[config.mk]
export PLATFORM = sky130hd
export DESIGN_NAME = epv_top
export DESIGN_NICKNAME = d
export VERILOG_FILES = /design/src/epv_pkg.sv /design/src/epv_select.sv /design/src/epv_top.sv
export VERILOG_INCLUDE_DIRS = /design/src /design/src/src
export SDC_FILE = /design/constraint.sdc
export NUM_CORES = 1
export LEC_CHECK = 0
export BUFFER_PORTS_ARGS = -buffer_cell sky130_fd_sc_hd__buf_2
export CORE_MARGIN = 1.5
export CORE_UTILIZATION = 39
export CTS_BUF_LIST = sky130_fd_sc_hd__clkbuf_4 sky130_fd_sc_hd__clkbuf_8 sky130_fd_sc_hd__clkbuf_16
export CTS_CLUSTER_SIZE = 16
export DETAILED_ROUTE_END_ITERATION = 8
export PLACE_DENSITY = 0.64
export RECOVER_POWER = 100
export SLEW_MARGIN = 10
export SYNTH_ARGS = -nofsm -noshare
export SYNTH_HDL_FRONTEND = slang
export SYNTH_HIERARCHICAL = 1
export SYNTH_SLANG_ARGS = --single-unit
[constraint.sdc]
create_clock -name clk_sys -period 125.1 [get_ports clk_sys]
set_clock_uncertainty 0.1 [all_clocks]
set_input_delay 12.51 -clock clk_sys [delete_from_list [all_inputs] [get_ports clk_sys]]
set_output_delay 12.51 -clock clk_sys [all_outputs]
set_load 0.01 [all_outputs]
[src/epv_defines.svh]
`ifndef EPV_DEFINES_SVH
`define EPV_DEFINES_SVH

`define EPV_NUM_EXC      46
`define EPV_NUM_IRQ      30
`define EPV_IRQ_BASE     6'h10
`define EPV_VALID_MASK   46'h33FF_DDFF_D87C

`define EPV_EXC_NMI      6'h02
`define EPV_EXC_HARD     6'h03
`define EPV_EXC_MEM      6'h04
`define EPV_EXC_BUS      6'h05
`define EPV_EXC_USAGE    6'h06
`define EPV_EXC_SVC      6'h0B
`define EPV_EXC_DEBUG    6'h0C
`define EPV_EXC_PENDABLE_SERVICE_REQUEST   6'h0E
`define EPV_EXC_SYSTICK  6'h0F
`define EPV_EXC_LAST     6'h2D

`define EPV_PRIO_NMI     4'h1
`define EPV_PRIO_HARD    4'h2
`define EPV_PRIO_OFS     4'h3
`define EPV_PRIO_IDLE    4'hF
`define EPV_LEVEL_RST    3'h0

`define EPV_BASE_RST     32'h0000_0000
`define EPV_BASE_MIN     32'h0000_0100
`define EPV_BASE_MAX     32'h3FFF_FF00
`define EPV_BASE_LOWMASK 32'h0000_00FF
`define EPV_NUM_RST      6'h00

`endif

[src/epv_pkg.sv]
`default_nettype none
`include "epv_defines.svh"

package epv_pkg;

	typedef logic [5:0]  epv_num_t;
	typedef logic [3:0]  epv_prio_t;
	typedef logic [2:0]  epv_level_t;
	typedef logic [31:0] epv_addr_t;

	typedef struct packed {
		logic nmi;
		logic hard_fault;
		logic mem_fault;
		logic bus_fault;
		logic usage_fault;
		logic supervisor_call_exception;
		logic debug_monitor;
		logic pendable_service_request;
		logic systick;
	} epv_sys_req_s;

	typedef struct packed {
		logic     handler_active;
		epv_num_t active_num;
		logic     entry_ack;
		epv_num_t entry_num;
	} epv_core_s;

	typedef struct packed {
		logic       wr;
		logic       priv;
		epv_num_t   num;
		epv_level_t level;
	} epv_prio_wr_s;

	typedef struct packed {
		logic      wr;
		logic      priv;
		epv_addr_t base;
	} epv_base_wr_s;

	typedef struct packed {
		logic      valid;
		epv_num_t  num;
		epv_prio_t prio;
		epv_addr_t addr;
	} epv_vector_s;

	typedef struct packed {
		logic [`EPV_NUM_EXC-1:0]            pend;
		logic [`EPV_NUM_EXC-1:0][2:0]       level;
		epv_addr_t                          base;
		epv_vector_s                        win;
	} epv_state_s;

endpackage : epv_pkg

`default_nettype wire

[src/epv_select.sv]
`timescale 1ns/1ps
`default_nettype none
`include "epv_defines.svh"

module epv_select (
	// candidates
	input  wire logic [`EPV_NUM_EXC-1:0]                  cand,
	input  wire epv_pkg::epv_prio_t [`EPV_NUM_EXC-1:0]    prio,
	// winner
	output var  logic                                     win_valid,
	output var  epv_pkg::epv_num_t                        win_num,
	output var  epv_pkg::epv_prio_t                       win_prio
);

	// scan upward with strict less: on a tie the lower number stays
	always_comb begin
		win_valid = 1'b0;
		win_num   = `EPV_NUM_RST;
		win_prio  = `EPV_PRIO_IDLE;
		for (int i = 0; i < `EPV_NUM_EXC; i++) begin
			if (cand[i] && (!win_valid || prio[i] < win_prio)) begin
				win_valid = 1'b1;
				win_num   = 6'(i);
				win_prio  = prio[i];
			end
		end
	end

endmodule : epv_select

`default_nettype wire

[src/epv_top.sv]
`timescale 1ns/1ps
`default_nettype none
`include "epv_defines.svh"

module epv_top (
	// clock and reset
	input  wire logic                  clk_sys,
	input  wire logic                  rstn,
	input  wire logic                  ce,
	// interrupt sources
	input  wire logic [`EPV_NUM_IRQ-1:0] irq_req,
	input  wire epv_pkg::epv_sys_req_s sys_req,
	// configuration
	input  wire epv_pkg::epv_prio_wr_s prio_wr,
	input  wire epv_pkg::epv_base_wr_s base_wr,
	// core side
	input  wire epv_pkg::epv_core_s    core,
	output var  logic                  take_req,
	output var  epv_pkg::epv_num_t     vec_num,
	output var  epv_pkg::epv_addr_t    vec_addr,
	output var  epv_pkg::epv_addr_t    vector_table_base_offset,
	output var  logic [`EPV_NUM_EXC-1:0] pend_out
);

	epv_pkg::epv_state_s                      state_r;
	epv_pkg::epv_state_s                      state_nxt;
	epv_pkg::epv_prio_t [`EPV_NUM_EXC-1:0]    eff_prio;
	logic [`EPV_NUM_EXC-1:0]                  set_vec;
	logic [`EPV_NUM_EXC-1:0]                  clr_vec;
	logic [`EPV_NUM_EXC-1:0]                  valid_mask;
	logic [`EPV_NUM_EXC-1:0]                  prog_mask;
	logic                                     sel_valid;
	epv_pkg::epv_num_t                        sel_num;
	epv_pkg::epv_prio_t                       sel_prio;
	epv_pkg::epv_prio_t                       active_prio;
	logic                                     base_ok;

	assign valid_mask = `EPV_VALID_MASK;

	// per-entry effective priority, offset so -3 maps to zero
	for (genvar i = 0; i < `EPV_NUM_EXC; i++) begin : g_entry
		localparam epv_pkg::epv_num_t NUM = 6'(i);
		if (NUM == `EPV_EXC_NMI) begin : g_nmi
			assign eff_prio[i]  = `EPV_PRIO_NMI;
			assign prog_mask[i] = 1'b0;
		end else if (NUM == `EPV_EXC_HARD) begin : g_hard
			assign eff_prio[i]  = `EPV_PRIO_HARD;
			assign prog_mask[i] = 1'b0;
		end else if (NUM < `EPV_EXC_MEM) begin : g_fixed
			assign eff_prio[i]  = `EPV_PRIO_IDLE;
			assign prog_mask[i] = 1'b0;
		end else begin : g_prog
			// levels are 3 bits, so they always sit below the fixed NMI and hard fault ones
			assign eff_prio[i]  = {1'b0, state_r.level[i]} + `EPV_PRIO_OFS;
			assign prog_mask[i] = valid_mask[i];
		end
	end

	// request lines to exception numbers
	always_comb begin
		set_vec = '0;
		set_vec[`EPV_IRQ_BASE +: `EPV_NUM_IRQ] = irq_req;
		set_vec[`EPV_EXC_NMI]     = sys_req.nmi;
		set_vec[`EPV_EXC_HARD]    = sys_req.hard_fault;
		set_vec[`EPV_EXC_MEM]     = sys_req.mem_fault;
		set_vec[`EPV_EXC_BUS]     = sys_req.bus_fault;
		set_vec[`EPV_EXC_USAGE]   = sys_req.usage_fault;
		set_vec[`EPV_EXC_SVC]     = sys_req.supervisor_call_exception;
		set_vec[`EPV_EXC_DEBUG]   = sys_req.debug_monitor;
		set_vec[`EPV_EXC_PENDABLE_SERVICE_REQUEST]  = sys_req.pendable_service_request;
		set_vec[`EPV_EXC_SYSTICK] = sys_req.systick;
	end

	// the core clears an entry's pending bit when it enters its handler
	always_comb begin
		clr_vec = '0;
		if (core.entry_ack && core.entry_num <= `EPV_EXC_LAST) begin
			clr_vec[core.entry_num] = 1'b1;
		end
	end

	epv_select u_select (
		.cand      (state_r.pend & valid_mask),
		.prio      (eff_prio),
		.win_valid (sel_valid),
		.win_num   (sel_num),
		.win_prio  (sel_prio)
	);

	// misaligned or out-of-range bases are dropped rather than truncated
	assign base_ok = base_wr.wr && base_wr.priv
		&& base_wr.base >= `EPV_BASE_MIN
		&& base_wr.base <= `EPV_BASE_MAX
		&& (base_wr.base & `EPV_BASE_LOWMASK) == `EPV_BASE_RST;

	always_comb begin
		state_nxt = state_r;
		// set wins over clear so an arrival during entry is kept
		state_nxt.pend = ((state_r.pend & ~clr_vec) | set_vec)
			& valid_mask;
		if (prio_wr.wr && prio_wr.priv
			&& prio_wr.num <= `EPV_EXC_LAST) begin
			if (prog_mask[prio_wr.num]) begin
				state_nxt.level[prio_wr.num] = prio_wr.level;
			end
		end
		if (base_ok) begin
			state_nxt.base = base_wr.base;
		end
		state_nxt.win.valid = sel_valid;
		state_nxt.win.num   = sel_num;
		state_nxt.win.prio  = sel_prio;
		// slot 0 holds the stack value, handlers follow by number
		state_nxt.win.addr  = state_r.base
			+ {26'h0, sel_num} * 32'h0000_0004;
	end

	always_ff @(posedge clk_sys or negedge rstn) begin
		if (!rstn) begin
			state_r.pend      <= '0;
			state_r.level     <= {`EPV_NUM_EXC{`EPV_LEVEL_RST}};
			state_r.base      <= `EPV_BASE_RST;
			state_r.win.valid <= 1'b0;
			state_r.win.num   <= `EPV_NUM_RST;
			state_r.win.prio  <= `EPV_PRIO_IDLE;
			state_r.win.addr  <= `EPV_BASE_RST;
		end else if (ce) begin
			state_r <= state_nxt;
		end
	end

	// priority of the running handler; thread mode counts as idle
	always_comb begin
		active_prio = `EPV_PRIO_IDLE;
		if (core.handler_active && core.active_num <= `EPV_EXC_LAST) begin
			active_prio = eff_prio[core.active_num];
		end
	end

	// strict less: an equal level waits in pending instead
	assign take_req = state_r.win.valid
		&& (!core.handler_active
		|| state_r.win.prio < active_prio);

	assign vec_num  = state_r.win.num;
	assign vec_addr = state_r.win.addr;
	assign vector_table_base_offset = state_r.base;
	assign pend_out = state_r.pend;

endmodule : epv_top

`default_nettype wire

==> results.json, run 1 <==
{
  "status": "complete, but fails checks",
  "failed_checks": "capacitance limit, slew limit",
  "synth-edff-count": 0,
  "final-hold-violation-count": 0,
  "die_w_um": 259,
  "synth_area_leaders": "dfrtp_1 23%, mux2_2 5.7%, nand2_1 5.1%",
  "cts_setup_buffers": 0,
  "die_h_um": 259,
  "crit_required_ns": 125.31,
  "place.gp.congestion": 0.964,
  "first_pass_iters": 6,
  "cp_slowest_cell": "a221oi_1",
  "critPathKind": "reg2reg",
  "ys_seq_elements": 236,
  "synth_largest_area_cell": "dfrtp_1",
  "grt_pass1_wl_um": 130000,
  "vias": 24500,
  "io-pin-count": 218,
  "synthArstFlopShare_pct": 100,
  "max_cap_violations": 9,
  "min_period_over_period_pct": 55.2,
  "rows": 93,
  "slew_headroom_pct": -239,
  "synthCells": 3192,
  "ys_warn_count": 6,
  "routedWlPerCell_um": 19.8,
  "rsz0062_at_grt": "no",
  "cts.sinks": 236,
  "synth.distinct_cells": 141,
  "synth_top_area_share_pct": 22.8,
  "start_util_pct": 39.5,
  "grt.total_usage_pct": 24.3,
  "port_buffers": 202,
  "ctsResizeCount": 0,
  "cpPeakStageDelay_ns": 1.44,
  "area_growth_pct": 7.31,
  "drtIter0Drc": 1911,
  "slew_violations": 443,
  "min_period_ns": 69.07,
  "syn-cell-area_sq_um": 25500,
  "hold_start": "state_r[106]$_DFFE_PN0P_",
  "tns_ns": 0,
  "arrival_ns": 69.28,
  "clockBufferDepth": 3,
  "htreeDepth": 1,
  "tritoncts.num_buffers": 29,
  "insertion_delay_ns": 0.57,
  "r2r_start": "pend_out[2]$_DFFE_PN0P_",
  "fin_nets": 3541,
  "setup_viol": 0,
  "dieArea_sq_um": 66800,
  "hp-class": "reg2reg",
  "crit_path_end_kind": "flip-flop",
  "hold_buffers": 0,
  "drc": 0,
  "fmax_mhz": 14.5,
  "cts_tree": "built",
  "grt_pass1_vias": 22700,
  "path_common_cell": "ha_1",
  "worstPathMaxFanout": 16,
  "avgSynthCellArea_sq_um": 7.98,
  "core-area_sq_um": 64500,
  "ant_nets": 0,
  "crit_path_start": "pend_out[2]$_DFFE_PN0P_",
  "yosysSeqAreaShare_pct": 23.2,
  "overflow": 0,
  "startpoint_type": "flip-flop",
  "tightest_slew_ns": 5.08,
  "antenna_found_initial": 10,
  "clk_pin_slew_ns": 0.06,
  "drive_gt1_share_pct": 11.9,
  "synth_flop_cell": "dfrtp_1",
  "cts_root_buffer": "clkbuf_16",
  "hpwlAfterDp_um": 65900,
  "grt_max_degree": 92,
  "viasPerCell": 5.80,
  "drt-total-wl_um": 83400
}
area by class of cell:
type / instances / area [sq um]
inverter: 270 / 1010
clock inverter: 16 / 148
timing repair buffer: 219 / 975
antenna: 4 / 10.0
sequential: 236 / 5910
clock buffer: 36 / 810
multi-input combinational: 2582 / 17400
tap: 855 / 1070
fill: 6704 / 37100
stage by stage:
stage	instances	util (%)	area (sq um)	hold slack, ns	setup WS [ns]
finish	4218	42.4	27300	0.302	56.03
global route	4217	42.4	27300	0.322	50.61
CTS	4214	43.0	27700	0.304	63.90
detailed placement	4162	41.5	26800	0.291	64.18
global placement	4162	41.5	26800	0.288	64.32
floorplan	3330	-	26000	0.351	73.41
cell families (layout without fill, tap and decap cells):
group	after synthesis	count (layout)	share of synthesized area, %
AOI/OAI and AO/OA	944	944	27.4
xor gates and xnor gates	85	85	2.92
adders and majority gates	113	113	5.48
buffers and inverters	512	541	9.69
DFF	236	236	23.2
muxes	231	231	10.9
other	2	144	0.0295
and+or+nand+nor	1069	1069	20.3
sequential cells by signal (all words and copies together) (netlist names):
signal                    count
state_r                     131
vec_addr                     32
vec_num                       6
vector_table_base_offset     32
pend_out                     35
path summary, 6_finish.rpt:
check	end	depth (start not counted)	slack [ns]
worst max-delay path	vec_addr[22]$_DFFE_PN0P_	277	56.03
worst min-delay path	state_r[106]$_DFFE_PN0P_	0	0.30
worst max register to register	vec_addr[22]$_DFFE_PN0P_	277	56.03
worst min register to register	state_r[106]$_DFFE_PN0P_	0	0.30
max in group asynchronous	state_r[147]$_DFFE_PN0P_	2	105.66
min in group asynchronous	vector_table_base_offset[0]$_DFFE_PN0P_	1	13.65
cells in the mapped netlist, drive strengths merged, types with 57 or more instances:
library cell / n
nand2: 345
clkbuf: 79
xnor2: 82
inv: 268
nor3: 57
o21a: 82
a21oi: 149
mux2i: 69
buf: 163
mux2: 141
nor2: 272
o21ai: 204
nand3: 82
ha: 101
dfrtp: 232
metal layers:
layer / track usage, % / vias up / wire length (um)
li1: - / 11700 / -
met3: 3.79 / 124 / 5880
met1: 33.3 / 11700 / 37400
met4: 6.11 / 8 / 2150
met2: 39.8 / 922 / 38000
met5: 0 / - / 46
layout by cell type (no fill, tap or decap), drive strengths merged, types with 14 or more instances in the layout:
master / count
nand2: 345
nor2: 272
inv: 268
dfrtp: 232
o21ai: 204
clkbuf: 151
a21oi: 149
mux2: 141
conb: 140
buf: 104
ha: 101
xnor2: 82
o21a: 82
nand3: 82
mux2i: 69
nor3: 57
a31oi: 52
a211oi: 49
and2: 47
o211ai: 39
nor2b: 37
nor4: 36
a21o: 34
nand4: 32
nand2b: 31
or2: 29
and3: 28
o31ai: 27
or3: 26
mux4: 21
a22o: 21
o22ai: 19
a22oi: 18
a21boi: 17
a211o: 15
o221ai: 14
critical path, delay by kind of cell (launching register included):
kind	cells	cell delay, ns
AO/OA/AOI/OAI	110	33.68
XOR/XNOR	1	0.19
adder cells (fa/ha/maj)	36	9.77
buffers and inverters	26	3.06
flip-flops	1	0.46
multiplexers	21	6.70
AND/OR/NAND/NOR	83	14.70
Power of run 1 is left out: the tool's default activity adds up to more than one toggle a clock period on the data nets, which glitch-free logic cannot reach.
==> inputs of run 2 (changes only) <==
- ABC_AREA: not set -> 1
- PLACE_DENSITY: 0.64 -> 0.67
- clock period: 125.1 -> 57.8 ns (I/O delays scaled with it)
==> results.json, run 2 <==
{
  "status": "complete, but fails checks",
  "failed_checks": "capacitance limit, slew limit",
  "r2r_start": "pend_out[2]$_DFFE_PN0P_",
  "tightest_slew_ns": 5.35,
  "crit_path_start": "pend_out[2]$_DFFE_PN0P_",
  "ys_seq_elements": 236,
  "clk_pin_slew_ns": 0.06,
  "layout_common_cells": "1143 x nand2_1, 529 x inv_1, 343 x nand3_1",
  "max_cap_violations": 6,
  "area_growth_pct": 7.42,
  "fmax_mhz": 23.3,
  "grt_pass1_vias": 20600,
  "dieArea_sq_um": 59900,
  "endpoint": "vec_addr[24]$_DFFE_PN0P_",
  "final-hold-violation-count": 0,
  "synth-edff-count": 0,
  "start_util_pct": 39.5,
  "insertion_delay_ns": 0.59,
  "viasPerCell": 4.94,
  "synthCells": 3581,
  "multi_input_area_sq_um": 13400,
  "largest_reg_flops": 131,
  "ant_nets": 0,
  "arrival_ns": 43.34,
  "ctsResizeCount": 0,
  "synthArstFlopShare_pct": 100,
  "overflow": 0,
  "yosysSeqAreaShare_pct": 25.9,
  "synth_flop_cell": "dfrtp_1",
  "synth_area_leaders": "dfrtp_1 25%, nand2_1 18%, inv_1 8.7%",
  "tritoncts.num_buffers": 29,
  "hpwlAfterDp_um": 54800,
  "drtIter0Drc": 1524,
  "worstPathMaxFanout": 11,
  "fin_nets": 3931,
  "r2r_end": "vec_addr[24]$_DFFE_PN0P_",
  "slew_headroom_pct": -257,
  "synth.most_common_cell": "nand2_1",
  "nFillCells": 6361,
  "cts_setup_buffers": 0,
  "synth.distinct_cells": 54,
  "rsz0062_at_grt": "no",
  "cpPeakStageDelay_ns": 0.46,
  "drc": 0,
  "die_h_um": 245,
  "r2r_setup_slack_ns": 14.87,
  "ff_latch_area_sq_um": 5910,
  "io-pin-count": 218,
  "drt-total-wl_um": 70500,
  "synth_common_cells": "1106 x nand2_1, 529 x inv_1, 342 x nand3_1",
  "ys_warn_count": 6,
  "critPathKind": "reg2reg",
  "routedWlPerCell_um": 15.6,
  "min_period_ns": 42.93,
  "crit_path_end_kind": "flip-flop",
  "syn-cell-area_sq_um": 22800,
  "synth_top_area_share_pct": 25.5,
  "synth_largest_area_cell": "dfrtp_1",
  "regMostFlops": "state_r",
  "clockBufferDepth": 3,
  "grt_pass1_wl_um": 112000,
  "port_buffers": 202,
  "grt_max_degree": 93,
  "path_common_cell": "nand2_1",
  "hp-class": "reg2reg",
  "startpoint_type": "flip-flop",
  "rows": 88,
  "core-area_sq_um": 57700,
  "cts.sinks": 236,
  "avgSynthCellArea_sq_um": 6.36,
  "min_period_over_period_pct": 74.3,
  "cts_tree": "built",
  "first_pass_iters": 7,
  "drive_gt1_share_pct": 9.68,
  "slew_violations": 376,
  "crit_required_ns": 58.21,
  "hold_buffers": 0,
  "tns_ns": 0,
  "final_common_cell": "nand2_1",
  "setup_viol": 0,
  "place.gp.congestion": 0.945,
  "vias": 22300,
  "htreeDepth": 1,
  "cts_root_buffer": "clkbuf_16",
  "die_w_um": 245,
  "rr_worst_depth": 310,
  "grt.total_usage_pct": 23.4,
  "cp_slowest_cell": "dfrtp_1",
  "antenna_found_initial": 20
}
[run 2: cell families (layout without fill, tap and decap cells)]
family,count (synthesis),after routing,share of synthesized area [%]
AO/OA/AOI/OAI,459,459,11.4
XOR/XNOR,55,55,2.11
adder cells (fa/ha/maj),102,102,5.64
buffers and inverters,800,865,15.3
flip-flops,236,236,25.9
other,2,113,0.0330
AND/OR/NAND/NOR,1927,1927,39.6
[run 2: critical path, delay by kind of cell (launching register included)]
kind / cells / cell delay [ns]
flops: 1 / 0.46
simple gates: 133 / 14.63
buf+inv: 65 / 3.82
compound gates: 76 / 13.10
fa+ha+maj: 36 / 10.74
[run 2: area by class of cell]
| type | count | area share, % |
|---|---|---|
| Multi-Input combinational cell | 2648 | 54.8 |
| Sequential cell | 236 | 24.2 |
| Inverter | 602 | 9.24 |
| Tap cell | 765 | 3.91 |
| Timing Repair Buffer | 211 | 3.78 |
| Clock buffer | 41 | 3.46 |
| Clock inverter | 11 | 0.603 |
| Antenna cell | 8 | 0.0818 |
[run 2: through the flow]
step	std cells	setup slack, ns	hold slack [ns]	instance area, sq um	utilization, %
2_1_floorplan	3684	24.11	0.343	23200	-
3_3_place_gp	4462	19.28	0.285	24000	41.6
3_5_place_dp	4462	19.01	0.287	24000	41.6
4_1_cts	4514	18.69	0.299	25000	43.3
5_1_grt	4516	9.77	0.318	24500	42.4
6_report	4522	14.87	0.299	24500	42.4
[run 2: worst min-delay path by stage]
stage          depth (start not counted)                        to  slack (ns)                     start
3_5_place_dp                           0  state_r[202]$_DFFE_PN0P_        0.29  state_r[202]$_DFFE_PN0P_
4_1_cts                                0  state_r[205]$_DFFE_PN0P_        0.30  state_r[205]$_DFFE_PN0P_
3_3_place_gp                           0  state_r[115]$_DFFE_PN0P_        0.29  state_r[115]$_DFFE_PN0P_
5_1_grt                                0  state_r[115]$_DFFE_PN0P_        0.32  state_r[115]$_DFFE_PN0P_
2_1_floorplan                          2   vec_addr[2]$_DFFE_PN0P_        0.34   vec_addr[2]$_DFFE_PN0P_
6_report                               0  state_r[202]$_DFFE_PN0P_        0.30  state_r[202]$_DFFE_PN0P_
[run 2: layer usage]
metal	vias up	wire length, um	global-route usage [%]
met5	-	134	0
met1	10100	30500	30.4
met4	22	2050	6.06
met2	729	31000	37.7
met3	131	6810	6.87
li1	11400	-	-
Power of run 2 is left out for the same reason.
